## src/logic/kgs_pkg.sv

```systemverilog
// constants and carriers for the keyboard glue and security configuration bank

package kgs_pkg;

    // ------------------------------------------------------------
    // logical device numbers and register indices
    // ------------------------------------------------------------
    localparam logic [7:0] LDN_SERIAL_TWO = 8'h05;
    localparam logic [7:0] LDN_KEYBOARD = 8'h07;
    localparam logic [7:0] LDN_RUNTIME = 8'h0A;

    localparam logic [7:0] IDX_SERIAL_TWO_MODE = 8'hF0;
    localparam logic [7:0] IDX_KEYBOARD_GLUE = 8'hF0;
    localparam logic [7:0] IDX_SLOW_CLOCK = 8'hF0;
    localparam logic [7:0] IDX_FLOPPY_MODE = 8'hF1;
    localparam logic [7:0] IDX_KEY_VAULT = 8'hF2;

    // ------------------------------------------------------------
    // field positions
    // ------------------------------------------------------------
    localparam int TX_FLOAT_BIT = 5;
    localparam int GLUE_POLARITY_BIT = 7;
    localparam int GLUE_MOUSE_ISO_BIT = 6;
    localparam int GLUE_KBD_ISO_BIT = 5;
    localparam int GLUE_MOUSE_IRQ_LATCH_SELECT_BIT = 4;
    localparam int GLUE_KEYBOARD_IRQ_LATCH_SELECT_BIT = 3;
    localparam int GLUE_FAST_GATE_BIT = 2;
    localparam int SLOW_ABSENT_BIT = 0;
    localparam int SLOW_KEY_OFF_BIT = 1;
    localparam int SLOW_CLICK_OFF_BIT = 3;
    localparam int VAULT_LOCK_BIT = 0;
    localparam int VAULT_READ_LOCK_BIT = 1;
    localparam int VAULT_WRITE_LOCK_BIT = 2;

    // ------------------------------------------------------------
    // writable and standby-kept masks and reset values
    // ------------------------------------------------------------
    localparam logic [7:0] GLUE_STANDBY_MASK = 8'h60;
    localparam logic [7:0] SLOW_CLOCK_MASK = 8'h0B;
    localparam logic [7:0] FLOPPY_MODE_MASK = 8'h03;
    localparam logic [7:0] KEY_VAULT_MASK = 8'h07;
    localparam logic [7:0] GLUE_RESET = 8'h00;
    localparam logic [7:0] SLOW_CLOCK_RESET = 8'h00;
    localparam logic [7:0] FLOPPY_MODE_RESET = 8'h00;
    localparam logic [7:0] KEY_VAULT_RESET = 8'h04;
    localparam logic [7:0] READ_ZERO = 8'h00;

    // floppy routing modes
    localparam logic [1:0] FLOPPY_NORMAL = 2'h0;
    localparam logic [1:0] FLOPPY_SPLIT = 2'h1;
    localparam logic [1:0] FLOPPY_BOTH_PP = 2'h2;

    // ------------------------------------------------------------
    // carriers
    // ------------------------------------------------------------
    typedef struct packed {
        logic [7:0] ldn;
        logic [7:0] index;
        logic [7:0] wdata;
        logic wr;
        logic rd;
    } kgs_bus_req_t;

    typedef struct packed {
        logic clk;
        logic data;
    } kgs_line_pair_t;

endpackage

```

## src/logic/kgs_config_bank.sv

```systemverilog
// keyboard glue, slow-clock wake and security key configuration bank
//
// The strobed register port was left to the implementer.
`timescale 1ns/10ps

module kgs_config_bank (
    // clock and standby power-on reset
    input wire logic core_clk,
    input wire logic rst,
    // main supply power-on or bus reset, asynchronous level
    input wire logic main_rst_in,
    // register port
    input wire kgs_pkg::kgs_bus_req_t bus_req,
    output logic [7:0] rd_data,
    // mouse and keyboard pins
    input wire kgs_pkg::kgs_line_pair_t mouse_pins,
    input wire kgs_pkg::kgs_line_pair_t keyboard_pins,
    // lines toward the keyboard core and the wake logic
    output kgs_pkg::kgs_line_pair_t core_mouse_lines,
    output kgs_pkg::kgs_line_pair_t core_keyboard_lines,
    output logic wake_mouse_data_line,
    output logic wake_keyboard_data_line,
    // keyboard core interrupts and port-one bit-two
    input wire logic core_mouse_irq,
    input wire logic core_keyboard_irq,
    input wire logic mouse_irq_latch_clear,
    input wire logic keyboard_irq_latch_clear,
    input wire logic core_port_one_bit_two,
    output logic mouse_irq,
    output logic keyboard_irq,
    output logic kbc_port_one_bit_two,
    output logic fast_gate_port_en,
    // slow clock and wake logic control
    output logic slow_clock_absent,
    output logic key_wake_clk_en,
    output logic click_wake_clk_en,
    // floppy routing
    output logic [1:0] floppy_on_parallel_mode,
    output logic drive0_on_parallel_port,
    output logic drive1_on_parallel_port,
    // serial port two
    output logic second_tx_float_force,
    // security key block access
    input wire logic key_rd_en,
    input wire logic [7:0] key_store_rdata,
    output logic [7:0] key_rdata,
    input wire logic key_wr_en,
    output logic key_store_wr_en
);
    import kgs_pkg::*;

    // ------------------------------------------------------------
    // main reset synchroniser
    // ------------------------------------------------------------
    // bus reset comes from the main supply side, so it passes two flops
    // comes up asserted so main-domain bits stay cleared until sync settles
    logic main_rst_meta_reg;
    logic main_rst_sync_reg;

    always_ff @(posedge core_clk or posedge rst) begin
        if (rst) begin
            main_rst_meta_reg <= 1'b1;
            main_rst_sync_reg <= 1'b1;
        end else begin
            main_rst_meta_reg <= main_rst_in;
            main_rst_sync_reg <= main_rst_meta_reg;
        end
    end

    // ------------------------------------------------------------
    // pin synchronisers
    // ------------------------------------------------------------
    logic [3:0] pin_raw;
    logic [3:0] pin_meta_reg;
    logic [3:0] pin_sync_reg;

    assign pin_raw = {mouse_pins.clk, mouse_pins.data, keyboard_pins.clk, keyboard_pins.data};

    // lines idle high, so reset to the released level
    // no false edge toward the core as reset lets go
    always_ff @(posedge core_clk or posedge rst) begin
        if (rst) begin
            pin_meta_reg <= 4'hF;
            pin_sync_reg <= 4'hF;
        end else begin
            pin_meta_reg <= pin_raw;
            pin_sync_reg <= pin_meta_reg;
        end
    end

    // ------------------------------------------------------------
    // register decode
    // ------------------------------------------------------------
    logic hit_tx_mode;
    logic hit_glue;
    logic hit_slow;
    logic hit_floppy;
    logic hit_vault;

    assign hit_tx_mode = (bus_req.ldn == LDN_SERIAL_TWO) && (bus_req.index == IDX_SERIAL_TWO_MODE);
    assign hit_glue = (bus_req.ldn == LDN_KEYBOARD) && (bus_req.index == IDX_KEYBOARD_GLUE);
    assign hit_slow = (bus_req.ldn == LDN_RUNTIME) && (bus_req.index == IDX_SLOW_CLOCK);
    assign hit_floppy = (bus_req.ldn == LDN_RUNTIME) && (bus_req.index == IDX_FLOPPY_MODE);
    assign hit_vault = (bus_req.ldn == LDN_RUNTIME) && (bus_req.index == IDX_KEY_VAULT);

    // ------------------------------------------------------------
    // configuration registers
    // ------------------------------------------------------------
    logic tx_float_reg;
    logic tx_float_next;
    logic [7:0] glue_reg;
    logic [7:0] glue_next;
    logic [7:0] slow_reg;
    logic [7:0] slow_next;
    logic [7:0] floppy_reg;
    logic [7:0] floppy_next;
    logic [7:0] vault_reg;
    logic [7:0] vault_next;

    always_comb begin
        tx_float_next = tx_float_reg;
        glue_next = glue_reg;
        slow_next = slow_reg;
        floppy_next = floppy_reg;
        vault_next = vault_reg;
        if (bus_req.wr && hit_tx_mode) begin
            tx_float_next = bus_req.wdata[TX_FLOAT_BIT];
        end
        if (bus_req.wr && hit_glue) begin
            glue_next = bus_req.wdata;
        end
        if (bus_req.wr && hit_slow) begin
            slow_next = bus_req.wdata & SLOW_CLOCK_MASK;
        end
        // floppy reserved bits dropped on write
        if (bus_req.wr && hit_floppy) begin
            floppy_next = bus_req.wdata & FLOPPY_MODE_MASK;
        end
        // only a reset can reopen a locked control register
        // lock freezes register
        if (bus_req.wr && hit_vault && !vault_reg[VAULT_LOCK_BIT]) begin
            vault_next = bus_req.wdata & KEY_VAULT_MASK;
        end
        // placed last so a reset cycle beats a write in the same cycle
        // main reset spares isolation bits
        if (main_rst_sync_reg) begin
            glue_next = (glue_reg & GLUE_STANDBY_MASK) | (GLUE_RESET & ~GLUE_STANDBY_MASK);
            floppy_next = FLOPPY_MODE_RESET;
            vault_next = KEY_VAULT_RESET;
        end
    end

    // slow-clock register cleared by standby reset only
    always_ff @(posedge core_clk or posedge rst) begin
        if (rst) begin
            tx_float_reg <= 1'b0;
            glue_reg <= GLUE_RESET;
            slow_reg <= SLOW_CLOCK_RESET;
            floppy_reg <= FLOPPY_MODE_RESET;
            vault_reg <= KEY_VAULT_RESET;
        end else begin
            tx_float_reg <= tx_float_next;
            glue_reg <= glue_next;
            slow_reg <= slow_next;
            floppy_reg <= floppy_next;
            vault_reg <= vault_next;
        end
    end

    // ------------------------------------------------------------
    // read data, one cycle after the strobe
    // ------------------------------------------------------------
    // idle and unmapped cycles read zero, so read buses can be or-ed upstream
    logic [7:0] rd_data_reg;
    logic [7:0] rd_data_next;

    always_comb begin
        rd_data_next = READ_ZERO;
        if (bus_req.rd) begin
            if (hit_tx_mode) begin
                rd_data_next[TX_FLOAT_BIT] = tx_float_reg;
            end else if (hit_glue) begin
                rd_data_next = glue_reg;
            end else if (hit_slow) begin
                rd_data_next = slow_reg;
            end else if (hit_floppy) begin
                rd_data_next = floppy_reg;
            end else if (hit_vault) begin
                rd_data_next = vault_reg;
            end
        end
    end

    always_ff @(posedge core_clk or posedge rst) begin
        if (rst) begin
            rd_data_reg <= READ_ZERO;
        end else begin
            rd_data_reg <= rd_data_next;
        end
    end

    assign rd_data = rd_data_reg;

    // ------------------------------------------------------------
    // interrupt latches
    // ------------------------------------------------------------
    logic mouse_latch_reg;
    logic mouse_latch_next;
    logic keyboard_latch_reg;
    logic keyboard_latch_next;
    logic mouse_irq_reg;
    logic mouse_irq_next;
    logic keyboard_irq_reg;
    logic keyboard_irq_next;

    // a request in the clearing cycle keeps the latch set
    // so an edge from the core is never lost to a late software clear
    always_comb begin
        mouse_latch_next = core_mouse_irq | (mouse_latch_reg & ~mouse_irq_latch_clear);
        keyboard_latch_next = core_keyboard_irq | (keyboard_latch_reg & ~keyboard_irq_latch_clear);
        if (glue_reg[GLUE_MOUSE_IRQ_LATCH_SELECT_BIT]) begin
            mouse_irq_next = mouse_latch_next;
        end else begin
            mouse_irq_next = core_mouse_irq & mouse_latch_next;
        end
        if (glue_reg[GLUE_KEYBOARD_IRQ_LATCH_SELECT_BIT]) begin
            keyboard_irq_next = keyboard_latch_next;
        end else begin
            keyboard_irq_next = core_keyboard_irq & keyboard_latch_next;
        end
    end

    always_ff @(posedge core_clk or posedge rst) begin
        if (rst) begin
            mouse_latch_reg <= 1'b0;
            keyboard_latch_reg <= 1'b0;
            mouse_irq_reg <= 1'b0;
            keyboard_irq_reg <= 1'b0;
        end else begin
            mouse_latch_reg <= mouse_latch_next;
            keyboard_latch_reg <= keyboard_latch_next;
            mouse_irq_reg <= mouse_irq_next;
            keyboard_irq_reg <= keyboard_irq_next;
        end
    end

    assign mouse_irq = mouse_irq_reg;
    assign keyboard_irq = keyboard_irq_reg;

    // ------------------------------------------------------------
    // keyboard core glue outputs
    // ------------------------------------------------------------
    kgs_line_pair_t core_mouse_next;
    kgs_line_pair_t core_keyboard_next;
    kgs_line_pair_t core_mouse_reg;
    kgs_line_pair_t core_keyboard_reg;
    logic wake_mouse_reg;
    logic wake_keyboard_reg;
    logic port_bit_reg;
    logic port_bit_next;

    always_comb begin
        if (glue_reg[GLUE_MOUSE_ISO_BIT]) begin
            core_mouse_next = '{clk: 1'b1, data: 1'b1};
        end else begin
            core_mouse_next = '{clk: pin_sync_reg[3], data: pin_sync_reg[2]};
        end
        if (glue_reg[GLUE_KBD_ISO_BIT]) begin
            core_keyboard_next = '{clk: 1'b1, data: 1'b1};
        end else begin
            core_keyboard_next = '{clk: pin_sync_reg[1], data: pin_sync_reg[0]};
        end
        // registered so a polarity change cannot glitch the downstream line
        // polarity of port-one bit-two
        if (glue_reg[GLUE_POLARITY_BIT]) begin
            port_bit_next = core_port_one_bit_two;
        end else begin
            port_bit_next = ~core_port_one_bit_two;
        end
    end

    always_ff @(posedge core_clk or posedge rst) begin
        if (rst) begin
            core_mouse_reg <= '{clk: 1'b1, data: 1'b1};
            core_keyboard_reg <= '{clk: 1'b1, data: 1'b1};
            wake_mouse_reg <= 1'b1;
            wake_keyboard_reg <= 1'b1;
            port_bit_reg <= 1'b1;
        end else begin
            core_mouse_reg <= core_mouse_next;
            core_keyboard_reg <= core_keyboard_next;
            wake_mouse_reg <= pin_sync_reg[2];
            wake_keyboard_reg <= pin_sync_reg[0];
            port_bit_reg <= port_bit_next;
        end
    end

    assign core_mouse_lines = core_mouse_reg;
    assign core_keyboard_lines = core_keyboard_reg;
    assign wake_mouse_data_line = wake_mouse_reg;
    assign wake_keyboard_data_line = wake_keyboard_reg;
    assign kbc_port_one_bit_two = port_bit_reg;
    assign fast_gate_port_en = glue_reg[GLUE_FAST_GATE_BIT];

    // ------------------------------------------------------------
    // slow clock, floppy routing and serial outputs
    // ------------------------------------------------------------
    // absence flag straight from storage
    assign slow_clock_absent = slow_reg[SLOW_ABSENT_BIT];
    // stored bits are offs while the gate wants an enable, hence the inversion
    // enable for key wake clock gate
    assign key_wake_clk_en = ~slow_reg[SLOW_KEY_OFF_BIT];
    // enable for click wake clock gate
    assign click_wake_clk_en = ~slow_reg[SLOW_CLICK_OFF_BIT];
    assign second_tx_float_force = tx_float_reg;

    assign floppy_on_parallel_mode = floppy_reg[1:0];

    // falling back to normal keeps a stray reserved write from moving drives
    // drive routing decode, reserved code acts as normal
    always_comb begin
        case (floppy_reg[1:0])
            FLOPPY_SPLIT: begin
                drive0_on_parallel_port = 1'b0;
                drive1_on_parallel_port = 1'b1;
            end
            FLOPPY_BOTH_PP: begin
                drive0_on_parallel_port = 1'b1;
                drive1_on_parallel_port = 1'b1;
            end
            default: begin
                drive0_on_parallel_port = 1'b0;
                drive1_on_parallel_port = 1'b0;
            end
        endcase
    end

    // ------------------------------------------------------------
    // security key block gating
    // ------------------------------------------------------------
    logic [7:0] key_rdata_reg;
    logic [7:0] key_rdata_next;

    always_comb begin
        key_rdata_next = key_rdata_reg;
        // lock sampled with the request, so a byte read after locking is zero
        // read-lock forces zero
        if (key_rd_en) begin
            key_rdata_next = vault_reg[VAULT_READ_LOCK_BIT] ? READ_ZERO : key_store_rdata;
        end
    end

    always_ff @(posedge core_clk or posedge rst) begin
        if (rst) begin
            key_rdata_reg <= READ_ZERO;
        end else begin
            key_rdata_reg <= key_rdata_next;
        end
    end

    assign key_rdata = key_rdata_reg;
    // combinational so a discarded write never reaches the store for a cycle
    // write-lock discards writes
    assign key_store_wr_en = key_wr_en & ~vault_reg[VAULT_WRITE_LOCK_BIT];

endmodule

```

## config.mk

```make
export PLATFORM = sky130hd
export DESIGN_NAME = kgs_config_bank
export DESIGN_NICKNAME = d
export VERILOG_FILES = /design/src/logic/kgs_pkg.sv /design/src/logic/kgs_config_bank.sv
export SDC_FILE = /design/constraint.sdc
export NUM_CORES = 1
export LEC_CHECK = 0
export BUFFER_PORTS_ARGS = -buffer_cell sky130_fd_sc_hd__buf_2
export CAP_MARGIN = 15
export CORE_MARGIN = 2
export CORE_UTILIZATION = 44
export CTS_CLUSTER_DIAMETER = 40
export DETAILED_ROUTE_END_ITERATION = 16
export GPL_TIMING_DRIVEN = 0
export PLACE_DENSITY = 0.75
export SETUP_SLACK_MARGIN = 0.3
export SLEW_MARGIN = 10
export SYNTH_ARGS = -nofsm -noshare
export SYNTH_HDL_FRONTEND = slang
export SYNTH_SLANG_ARGS = --single-unit
```

## constraint.sdc

```tcl
create_clock -name core_clk -period 1.6 [get_ports core_clk]
set_clock_uncertainty 0.2 [all_clocks]
set_input_delay 0.08 -clock core_clk [delete_from_list [all_inputs] [get_ports core_clk]]
set_output_delay 0.08 -clock core_clk [all_outputs]
set_load 0.005 [all_outputs]
```

Word-level counts from Yosys, hierarchy flattened

Cells that the tools add are included.

Add/sub/neg operators: 0
Multiply operators: 0
Div/mod/pow operators: 0
$lt $le $gt $ge: 0
Equal/unequal tests: 8
Shift-type cells: 0
Muxes and demuxes: 22
Bitwise logic cells: 14
Reduce and logical (&&, ||, !) cells: 17

Operator list:

| kind               | count |
|---|---|
| $mux 8             | 12 |
| $eq 8x8->1 const B | 3 |
| $eq 8x3->1 const B | 2 |
| $logic_and 1x1->1  | 11 |
| $eq 8x4->1 const B | 1 |
| $not 1->1          | 7 |
| $mux 1             | 6 |
| $mux 2             | 3 |
| $reduce_bool 2->1  | 3 |
| $and 1x1->1        | 5 |
| $mux 5             | 1 |
| $eq 2x1->1 const B | 1 |
| $eq 2x2->1 const B | 1 |
| $or 1x1->1         | 2 |
| $reduce_and 2->1   | 1 |
| $reduce_or 2->1    | 1 |
| $logic_not 1->1    | 1 |

Bits in registers: 65
Latch bits: 0
RAM bits: 0
Bits in read-only memories: 0
Input port bits: 48
Output and inout port bits: 35
Logic and storage cells: 84
Memories kept: 0

Logic depth before layout (Yosys ltp)

Gate-level depths: netlist of run 1.

Depth in word-level cells: 8
Mapped depth: 5
Depth with buffers taken out: 4

Least setup slack after synthesis of run 1

OpenSTA, ideal clock, no wires.

Kind: input to register
Start point: in bus_req[23] (netlist name)
End point: reg slow_reg[0]
Arrival: 1.573 ns
Setup slack: -0.298 ns
Cell stages on the path: 5
Path buffers: 1
Cell sequence: or4_4 buf_6 nor3_1 and3_1 mux2_2

Word-level cells in the longest chain between the ends: 3

Ends and longest elaborated chain:

| what                 | RTL line               | text |
|---|---|---|
| start, declared      | kgs_config_bank.sv:13  | `input wire kgs_pkg::kgs_bus_req_t bus_req,` |
| $eq 8x4->1           | kgs_config_bank.sv:102 | `assign hit_slow = (bus_req.ldn == LDN_RUNTIME) && (bus_req.index == IDX_SLOW_CLOCK);` |
| $logic_and 1x1->1    | kgs_config_bank.sv:102 |  |
| $logic_and 1x1->1    | kgs_config_bank.sv:132 | `if (bus_req.wr && hit_slow) begin` |
| end signal, assigned | kgs_config_bank.sv:164 | `slow_reg <= slow_next;` |
| end, declared        | kgs_config_bank.sv:113 | `logic [7:0] slow_reg;` |

Every way passes these cells.
A chain may end at the register's enable or synchronous reset.

Worst setup path in the final report of run 1

Start point: in bus_req[22] (netlist name)
End point: reg rd_data_reg[2], in the netlist rd_data[2]

Word-level cells in the longest chain between the ends: 8
Elaborated cells between the ends (all ways): 14
Those cells by class: eq/ne (3); mux (6); reduce/logical (5)

Ends and longest elaborated chain:

| what                 | RTL line                                                               | text |
|---|---|---|
| $eq 8x4->1           | kgs_config_bank.sv:102, kgs_config_bank.sv:103, kgs_config_bank.sv:104 |  |
| $logic_and 1x1->1    | kgs_config_bank.sv:104                                                 | `assign hit_vault = (bus_req.ldn == LDN_RUNTIME) && (bus_req.index == IDX_KEY_VAULT);` |
| $mux 8               | kgs_config_bank.sv:188                                                 | `end else if (hit_vault) begin` |
| $mux 8               | kgs_config_bank.sv:186                                                 | `end else if (hit_floppy) begin` |
| $mux 8               | kgs_config_bank.sv:184                                                 | `end else if (hit_slow) begin` |
| $mux 8               | kgs_config_bank.sv:182                                                 | `end else if (hit_glue) begin` |
| $mux 5 (*)           | kgs_config_bank.sv:180                                                 | `if (hit_tx_mode) begin` |
| $mux 8 (*)           | kgs_config_bank.sv:179                                                 | `if (bus_req.rd) begin` |
| via rd_data_next[2]  | kgs_config_bank.sv:175                                                 | `logic [7:0] rd_data_next;` |
| end signal, assigned | kgs_config_bank.sv:198                                                 | `rd_data_reg <= rd_data_next;` |
| end, declared        | kgs_config_bank.sv:174                                                 | `logic [7:0] rd_data_reg;` |

The timed path passes the listed nets; every way through them passes the cells marked *.

==> run metrics, run 1 <==
H-tree Lvls=2; pre-CTS WS=-563.6 ps; gr usage total=20.53%; Slew headroom=64.55%; Fin Setup TNS=-1177 ps; antenna violations before repair=0; total grt overflow=0; worst r2r src=main_rst_sync_reg; Mapped Cells=194; dpl cells=346; number of vias per cell=5.057; clk_lat worst skew=310 ps; Setup-failing EPs final=19; Synth area leader=dfrtp_1; Max Transition Viols Final=0; DR vias=2048; fraction of layout cells with a size suffix above 1=49.25%; count leader, synth=dfrtp_1; Final Hold Slack=-140.6 ps; RD Place Congestion=0.8704; Max Clock Freq=573.2 MHz; FF+latch count, synth=54; Reg clk slew, reported paths=90 ps; hold_sp=bus_req[23]; Crit path required time=1610 ps; Critical path origin=bus_req[22]; min Tclk post-route=1745 ps; DRT iter0 DRCs=92; Top FF cell, synth=dfrtp_1; Crit. End Element=flop; row count=26; Netlist cell types=45; DRC Markers=0; area of the die=5737 sq um; status=complete, but fails checks; # fillers=347; worst r2r path cells=3; area delta synth->final=57.29%; Avg WL per Cell=15.14 um; clock sinks=54; worst-path fanout max=7; critical path class=in2reg; detailed-route wire length=6.131 mm; ant diodes=0; Hold Path Stages=4; Critical Path AT=1760 ps; Die X=75.74 um; die height=75.74 um; EDFF count, synth=0; post-synthesis net count=243; RSZ-0062 raised after global routing=yes; failing checks=hold timing, setup timing; final hold violations=1; maximum vdd ir drop=0.0004869 V; core area=5042 sq um; CP startpoint kind=primary input; Cell Area, Synth=2265 sq um; Pwr per Cell Area=749.6 nW/um^2; Initial Util=44.91%; largest net degree at the start of global routing=55; Worst Hold Class=in2reg; Detailed Place HPWL=3.657 mm; crit-path cells=buf_6, or4_4, buf_8, buf_4, nor4_4, a22oi_1, nor3b_1; global-route wire length before repair=8.694 mm; YS warnings=0; max-cap viol count=0; Synth area leaders=dfrtp_1 40%, dfstp_2 21%, o21ai_0 4.0%; router iterations before antenna repair=4; post-synth top area share=39.78%; post-synthesis sequential area ratio=60.66%; clock buffer count from CTS=5; clock root cell=clkbuf_8; CP peak stage delay=530 ps; CTS tree=yes; syn avg cell area=11.67 sq um; boundary pin count=83; Final WS setup=-144.7 ps; final cell count without fillers=405; ys async rst share=100.0%; vias in the first global route=1890; Clock Path Buffers=2; Worst Tran Pin Value=531.8 ps; post-route ant nets=0; Final Cycle Share=109.0%; most instantiated cells after synthesis=36 x dfrtp_1, 18 x dfstp_2, 18 x o21ai_0; Final Net Count=383; Lkg Pwr=1.755 nW; # port buffers=82; Max stage delay cell, worst path=or4_4
## stage by stage
stage	power, mW	hold WS, ps	utilization (%)	area (sq um)
after floorplan	1.564	-115.5	-	2282
after global placement	1.688	-15.58	55.14	2780
after detailed placement	1.697	-13.89	55.14	2780
after CTS	2.666	-146.0	67.74	3416
after global routing	2.777	-137.5	70.65	3562
final	2.670	-140.6	70.65	3562
## final cells by class
cell class | count | area, sq um | share of cell area (%)
Buffer | 5 | 45.04 | 1.264
Sequential cell | 54 | 1375 | 38.60
Inverter | 17 | 67.56 | 1.897
Clock buffer | 7 | 107.6 | 3.021
Multi-Input combinational cell | 118 | 927.1 | 26.03
Tap cell | 70 | 87.58 | 2.459
Clock inverter | 1 | 8.758 | 0.2459
Timing Repair Buffer | 133 | 943.4 | 26.48
## cell families after synthesis
family	count (synthesis)	synth area share, %
multiplexers	8	3.867
AND/OR/NAND/NOR	69	20.28
adder cells (fa/ha/maj)	1	0.5524
flip-flops	54	60.66
AO/OA/AOI/OAI	39	9.945
XOR/XNOR	1	0.3868
buffers and inverters	22	4.309
## worst max-delay path: cells and delay by family
| kind | cells | cell delay [ps] |
|---|---|---|
| AO/OA/AOI/OAI | 1 | 160 |
| buffers and inverters | 3 | 380 |
| AND/OR/NAND/NOR | 3 | 1140 |
## report_power, final
group | internal (mW) | switching [mW]
clock | 0.452 | 0.440
sequential | 1.43 | 0.0189
combinational | 0.177 | 0.154
## per-layer routing
layer / global-route usage (%) / vias up / wire [um]
met1: 24.59 / 986 / 2350
met5: 0 / - / 0
met4: 6.043 / 0 / 99
met3: 5.026 / 11 / 409
met2: 36.49 / 88 / 3272
li1: - / 963 / -
## cells in the final DEF, fill, tap and decap left out, drive strengths merged, types with 6 or more instances in the layout
master       Yosys  routed
o21ai           18      18
buf              2     104
inv             17      17
dfstp           18      18
a21oi           10      10
clkbuf           3       9
nor2             7       7
mux2             6       6
nor4             6       6
dlygate4sd3      0      32
dfrtp           36      36
nand3            7       7
nand2           10      10
## worst paths after layout
check                               endpoint  slack [ps]
max                               rd_data[2]        -140
min                               rd_data[1]        -140
max reg2reg                     vault_reg[2]         100
min reg2reg                main_rst_sync_reg         160
max in group asynchronous    pin_sync_reg[3]         490
min in group asynchronous         rd_data[2]         140
## what timing repair did
action / in CTS / in global routing
buffers inserted: 12 / 6
hold buffers: 31 / 1
gates resized for setup: 25 / 19
endpoints found under the hold margin: 79 / 24
pin swaps: 20 / 18
endpoints found under the setup margin: 31 / 36
(Power assumes the default switching activity.)
==> run 2, diff against run 1 <==
--- a/config.mk
+++ b/config.mk
@@ -14,6 +14,7 @@
 export GPL_TIMING_DRIVEN = 0
 export PLACE_DENSITY = 0.75
 export SETUP_SLACK_MARGIN = 0.3
+export SKIP_LAST_GASP = 1
 export SLEW_MARGIN = 10
 export SYNTH_ARGS = -nofsm -noshare
 export SYNTH_HDL_FRONTEND = slang
==> run metrics, run 2 (synthesis gave the netlist of run 1 again) <==
Critical path origin=bus_req[22] (unchanged); detailed-route wire length=6.106 mm (was 6.131 mm); maximum vdd ir drop=0.0004858 V (was 0.0004869 V); area of the die=5737 sq um (unchanged); final hold violations=1 (unchanged); Crit path buffers/inverters=3 (unchanged); clock buffer count from CTS=5 (unchanged); Final Net Count=383 (unchanged); Clk network pwr share=33.4% (about the same); Lkg Pwr=1.754 nW (was 1.755 nW); Worst Hold Class=in2reg (unchanged); most common cell after layout, fill and taps aside=buf_2 (unchanged); DR vias=2056 (was 2048); # port buffers=82 (unchanged); Worst Tran Pin Value=524.9 ps (was 531.8 ps); Placed Area=2780 sq um (unchanged); failing checks=hold timing, setup timing (unchanged); sequential share of power=54.2% (about the same); Detailed Place HPWL=3.657 mm (unchanged); vias in the first global route=1890 (unchanged); number of vias per cell=5.077 (was 5.057); global-route wire length before repair=8.694 mm (unchanged); CP startpoint kind=primary input (unchanged); Final Cycle Share=108.6% (was 109.0%); Crit path required time=1610 ps (about the same); Reg clk slew, reported paths=90 ps (about the same); die height=75.74 um (unchanged); Clock Path Buffers=2 (unchanged); DRC Markers=0 (unchanged); clock sinks=54 (unchanged); clock root cell=clkbuf_8 (unchanged); ant diodes=0 (unchanged); sw frac=22.94% (was 22.96%); min Tclk post-route=1737 ps (was 1745 ps); combinational share of power=12.4% (about the same); Pwr per Cell Area=750.1 nW/um^2 (was 749.6 nW/um^2); internal power=2.057 mW (about the same); fraction of layout cells with a size suffix above 1=49.25% (unchanged); largest net degree at the start of global routing=55 (unchanged); total grt overflow=0 (unchanged); H-tree Lvls=2 (unchanged); max-cap viol count=0 (unchanged); RSZ-0062 raised after global routing=yes (unchanged); core area=5042 sq um (unchanged); pre-CTS WS=-563.6 ps (unchanged); CTS tree=yes (unchanged); antenna violations before repair=0 (unchanged); area delta synth->final=57.13% (was 57.29%); gr usage total=20.53% (unchanged); RD Place Congestion=0.8704 (unchanged); clk_lat worst skew=310 ps (about the same); fin area=3558 sq um (was 3562 sq um); row count=26 (unchanged); boundary pin count=83 (unchanged); post-route ant nets=0 (unchanged); CP peak stage delay=530 ps (about the same); crit-path cells=buf_6, or4_4, buf_8, buf_4, nor4_4, a22oi_1, nor3b_1 (unchanged); critical path class=in2reg (unchanged); Setup-failing EPs final=19 (unchanged); Critical Path AT=1750 ps (was 1760 ps); Final WS setup=-137.2 ps (was -144.7 ps); CP delay by family, top=simple AND/OR/NAND/NOR gates (unchanged); most frequent cells in the layout=74 x buf_2, 35 x dfrtp_1, 32 x dlygate4sd3_1 (unchanged); Max Transition Viols Final=0 (unchanged); Max Clock Freq=575.6 MHz (was 573.2 MHz); Slew headroom=64.53% (was 64.55%); flop-to-flop setup slack=110 ps (was 100 ps); Final Hold Slack=-141.3 ps (was -140.6 ps); Crit. End Element=flop (unchanged); Initial Util=44.91% (unchanged); Avg WL per Cell=15.08 um (was 15.14 um); status=complete, but fails checks (unchanged); worst-path fanout max=7 (unchanged); worst r2r src=main_rst_sync_reg (unchanged); P_sw=0.6122 mW (was 0.6131 mW); DRT iter0 DRCs=92 (unchanged); hold_sp=bus_req[23] (unchanged); router iterations before antenna repair=4 (unchanged); Die X=75.74 um (unchanged); Max stage delay cell, worst path=or4_4 (unchanged)
==> run 2: cell count changes in the layout (fill, tap and decap cells not counted) <==
cell    change
mux2_2      +1
mux2_4      -1
==> run 2: layer usage <==
| metal | vias to the layer above | track usage (%) | share of wire (%) |
|---|---|---|---|
| met5 | - | 0 | 0 |
| met4 | 0 | 6.043 | 1.5 |
| li1 | 964 | - | - |
| met1 | 1004 | 24.59 | 39 |
| met3 | 9 | 5.026 | 6.3 |
| met2 | 79 | 36.49 | 54 |
==> run 2: path summary, 6_finish.rpt <==
kind                                   endpoint  cells past startpoint
worst max register to register     vault_reg[2]                      3
worst min-delay path                 rd_data[1]                      4
min in group asynchronous            rd_data[2]                      3
worst min register to register  pin_sync_reg[1]                      0
worst max-delay path                 rd_data[2]                      7
max in group asynchronous       pin_sync_reg[3]                      4
==> run 2: power by group through the flow <==
stage / logic (mW) / registers, mW / clock network (mW)
finish: 0.330 / 1.45 / 0.892
global route: 0.365 / 1.45 / 0.960
CTS: 0.306 / 1.45 / 0.914
detailed placement: 0.226 / 1.47 / 0
global placement: 0.219 / 1.47 / 0
floorplan: 0.0908 / 1.47 / 0
==> run 2: through the flow <==
step,total power [mW],utilization [%],instances,TNS [ps]
6_report,2.669,70.57,405,-1189
5_1_grt,2.777,70.57,405,-1836
4_1_cts,2.666,67.74,397,-791.1
3_5_place_dp,1.697,55.14,346,-8724
3_3_place_gp,1.688,55.14,346,-8562
2_1_floorplan,1.564,-,194,-2988
==> run 2: tightest hold or removal path, cell delays in order <==
cell and delay [ps]:
buf_6 70, nor4_1 60, nand3_1 80, nor3_1 50
==> run 2: layout make-up <==
type | count | area, sq um
plain buffers | 5 | 45.04
clock buffers | 7 | 107.6
clock inverters | 1 | 8.758
fillers | 349 | 1484
inverters | 17 | 67.56
multi-input cells | 118 | 923.4
flip-flops and latches | 54 | 1375
well taps | 70 | 87.58
repair buffers | 133 | 943.4
==> run 2: what timing repair did <==
item,in CTS,in global routing
hold buffers,31,1
buffers inserted,12,6
gates resized for setup,25,18
pin swaps,20,18
hold endpoints to repair,79,24
setup endpoints to repair,31,36
==> run 3, diff against run 2 <==
--- a/config.mk
+++ b/config.mk
@@ -5,6 +5,7 @@
 export SDC_FILE = /design/constraint.sdc
 export NUM_CORES = 1
 export LEC_CHECK = 0
+export ABC_AREA = 1
 export BUFFER_PORTS_ARGS = -buffer_cell sky130_fd_sc_hd__buf_2
 export CAP_MARGIN = 15
 export CORE_MARGIN = 2
@@ -13,9 +14,10 @@
 export DETAILED_ROUTE_END_ITERATION = 16
 export GPL_TIMING_DRIVEN = 0
 export PLACE_DENSITY = 0.75
+export RECOVER_POWER = 25
 export SETUP_SLACK_MARGIN = 0.3
 export SKIP_LAST_GASP = 1
-export SLEW_MARGIN = 10
+export SLEW_MARGIN = 20
 export SYNTH_ARGS = -nofsm -noshare
 export SYNTH_HDL_FRONTEND = slang
 export SYNTH_SLANG_ARGS = --single-unit
==> run metrics, run 3 <==
H-tree Lvls=2 (unchanged); Final Net Count=412 (was 383); Synth area leaders=dfrtp_1 40%, dfstp_2 21%, nand2_1 6.8% (was dfrtp_1 40%, dfstp_2 21%, o21ai_0 4.0%); DR vias=2028 (was 2056); most common cell after layout, fill and taps aside=buf_2 (unchanged); Detailed Place HPWL=3.432 mm (was 3.657 mm); critical path class=reg2out (was in2reg); fraction of layout cells with a size suffix above 1=38.74% (was 49.25%); Mapped Cells=237 (was 194); largest net degree at the start of global routing=55 (unchanged); crit-path cells=inv_2, ha_4, inv_1, buf_2 (was buf_6, or4_4, buf_8, buf_4, nor4_4, a22oi_1, nor3b_1); area of the die=5722 sq um (was 5737 sq um); CTS tree=yes (unchanged); final hold violations=0 (was 1); ant diodes=0 (unchanged); Fin Setup TNS=0 ps (was -1189 ps); core area=5042 sq um (unchanged); row count=26 (unchanged); count leader, synth=nand2_1 (was dfrtp_1); Die X=75.65 um (was 75.74 um); YS warnings=0 (unchanged); post-synth top area share=39.89% (was 39.78%); FF+latch count, synth=54 (unchanged); Worst Hold Class=in2reg (unchanged); Critical Path AT=1160 ps (was 1750 ps); worst-path fanout max=2 (was 7); Top FF cell, synth=dfrtp_1 (unchanged); post-synthesis sequential area ratio=60.83% (was 60.66%); max-cap viol count=0 (unchanged); clk_lat worst skew=300 ps (was 310 ps); ys async rst share=100.0% (unchanged); clock sinks=54 (unchanged); antenna violations before repair=0 (unchanged); Slew headroom=45.51% (was 64.53%); RD Place Congestion=0.8398 (was 0.8704); post-route ant nets=0 (unchanged); most instantiated cells after synthesis=41 x nand2_1, 37 x inv_1, 36 x dfrtp_1 (was 36 x dfrtp_1, 18 x dfstp_2, 18 x o21ai_0); Setup-failing EPs final=0 (was 19); clock buffer count from CTS=5 (unchanged); boundary pin count=83 (unchanged); detailed-route wire length=5.248 mm (was 6.106 mm); Lkg Pwr=1.711 nW (was 1.754 nW); most frequent cells in the layout=79 x buf_2, 40 x nand2_1, 36 x dfrtp_1 (was 74 x buf_2, 35 x dfrtp_1, 32 x dlygate4sd3_1); total grt overflow=0 (unchanged); number of vias per cell=4.673 (was 5.077); Reg clk slew, reported paths=100 ps (was 90 ps); EDFF count, synth=0 (unchanged); pre-CTS WS=100.9 ps (was -563.6 ps); post-synthesis net count=286 (was 243); die height=75.65 um (was 75.74 um); Avg WL per Cell=12.09 um (was 15.08 um); DRC Markers=0 (unchanged); Pwr per Cell Area=752.2 nW/um^2 (was 750.1 nW/um^2); gr usage total=18.71% (was 20.53%); Cell Area, Synth=2258 sq um (was 2265 sq um); Max Clock Freq=696.1 MHz (was 575.6 MHz); global-route wire length before repair=8.059 mm (was 8.694 mm); min Tclk post-route=1437 ps (was 1737 ps); Crit path required time=1320 ps (was 1610 ps); status=finished clean (was complete, but fails checks); DRT iter0 DRCs=155 (was 92); Final WS setup=163.3 ps (was -137.2 ps); router iterations before antenna repair=4 (unchanged); Max Transition Viols Final=0 (unchanged); area delta synth->final=45.65% (was 57.13%); RSZ-0062 raised after global routing=yes (unchanged); CP startpoint kind=flop (was primary input); clock root cell=clkbuf_8 (unchanged); syn avg cell area=9.529 sq um (was 11.67 sq um); # port buffers=82 (unchanged); # fillers=386 (was 349); vias in the first global route=1869 (was 1890); Synth area leader=dfrtp_1 (unchanged); Clock Path Buffers=2 (unchanged); Crit. End Element=output port (was flop); CP peak stage delay=390 ps (was 530 ps); Netlist cell types=29 (was 45); Initial Util=44.79% (was 44.91%); Max stage delay cell, worst path=dfrtp_1 (was or4_4); Final Cycle Share=89.79% (was 108.6%); Worst Tran Pin Value=812.9 ps (was 524.9 ps); maximum vdd ir drop=0.0005272 V (was 0.0004858 V)
run 3: stage by stage:
stage	utilization, %	std cells	hold slack, ps	power, mW	area, sq um
after global routing	65.24	434	61.94	2.587	3289
final	65.24	434	53.47	2.474	3289
after floorplan	-	237	-115.5	1.553	2262
after CTS	63.25	430	-141.5	2.469	3189
after global placement	54.74	389	-14.44	1.662	2760
after detailed placement	54.74	389	-13.85	1.669	2760
run 3: worst paths after layout:
check | start | to | slack [ps] | depth (start not counted)
worst max-delay path | floppy_reg[0] | drive1_on_parallel_port | 160 | 4
worst min-delay path | bus_req[22] | rd_data[5] | 50 | 6
worst max register to register | main_rst_sync_reg | glue_reg[5] | 230 | 5
worst min register to register | pin_meta_reg[1] | pin_sync_reg[1] | 160 | 0
max in group asynchronous | rst | vault_reg[2] | 300 | 4
min in group asynchronous | rst | vault_reg[0] | 210 | 3
run 3: final cells by class:
| class | instances | area (sq um) | share of cell area (%) |
|---|---|---|---|
| flip-flops and latches | 54 | 1374 | 41.77 |
| repair buffers | 119 | 794.5 | 24.15 |
| multi-input cells | 142 | 779.5 | 23.70 |
| inverters | 39 | 151.4 | 4.603 |
| well taps | 70 | 87.58 | 2.663 |
| clock buffers | 6 | 72.57 | 2.206 |
| plain buffers | 2 | 16.27 | 0.4945 |
| clock inverters | 2 | 13.76 | 0.4184 |
run 3: timing repair:
| action | in CTS | in global routing |
|---|---|---|
| hold buffers | 30 | 1 |
| resized for setup | 5 | 14 |
| pin swaps | 6 | 9 |
| endpoints found under the hold margin | 76 | 42 |
| endpoints found under the setup margin | 5 | 18 |
| buffers inserted | 3 | 2 |
run 3: logic make-up (layout without fill, tap and decap cells):
family	after synthesis	after routing	synth area share (%)
AND/OR/NAND/NOR	111	111	23.93
flip-flops	54	54	60.83
buffers and inverters	41	168	6.980
AO/OA/AOI/OAI	29	29	7.313
adder cells (fa/ha/maj)	1	1	0.5539
XOR/XNOR	1	1	0.3879
run 3: layer usage:
| metal | global-route usage [%] | part of all wire [%] | up-vias |
|---|---|---|---|
| met5 | 0 | 0 | - |
| li1 | - | - | 1004 |
| met1 | 22.59 | 43 | 948 |
| met3 | 4.894 | 4.9 | 4 |
| met4 | 3.509 | 0.72 | 0 |
| met2 | 33.91 | 51 | 72 |
run 3: worst max-delay path: cells and delay by family (launching register included):
family	cells	cell delay, ps
flops	1	390
buf+inv	3	210
fa+ha+maj	1	250
run 3: where the power goes:
| group | switching [mW] | internal (mW) | total, mW |
|---|---|---|---|
| registers | 0.0184 | 1.42 | 1.44 |
| clock network | 0.436 | 0.313 | 0.749 |
| logic | 0.132 | 0.152 | 0.283 |
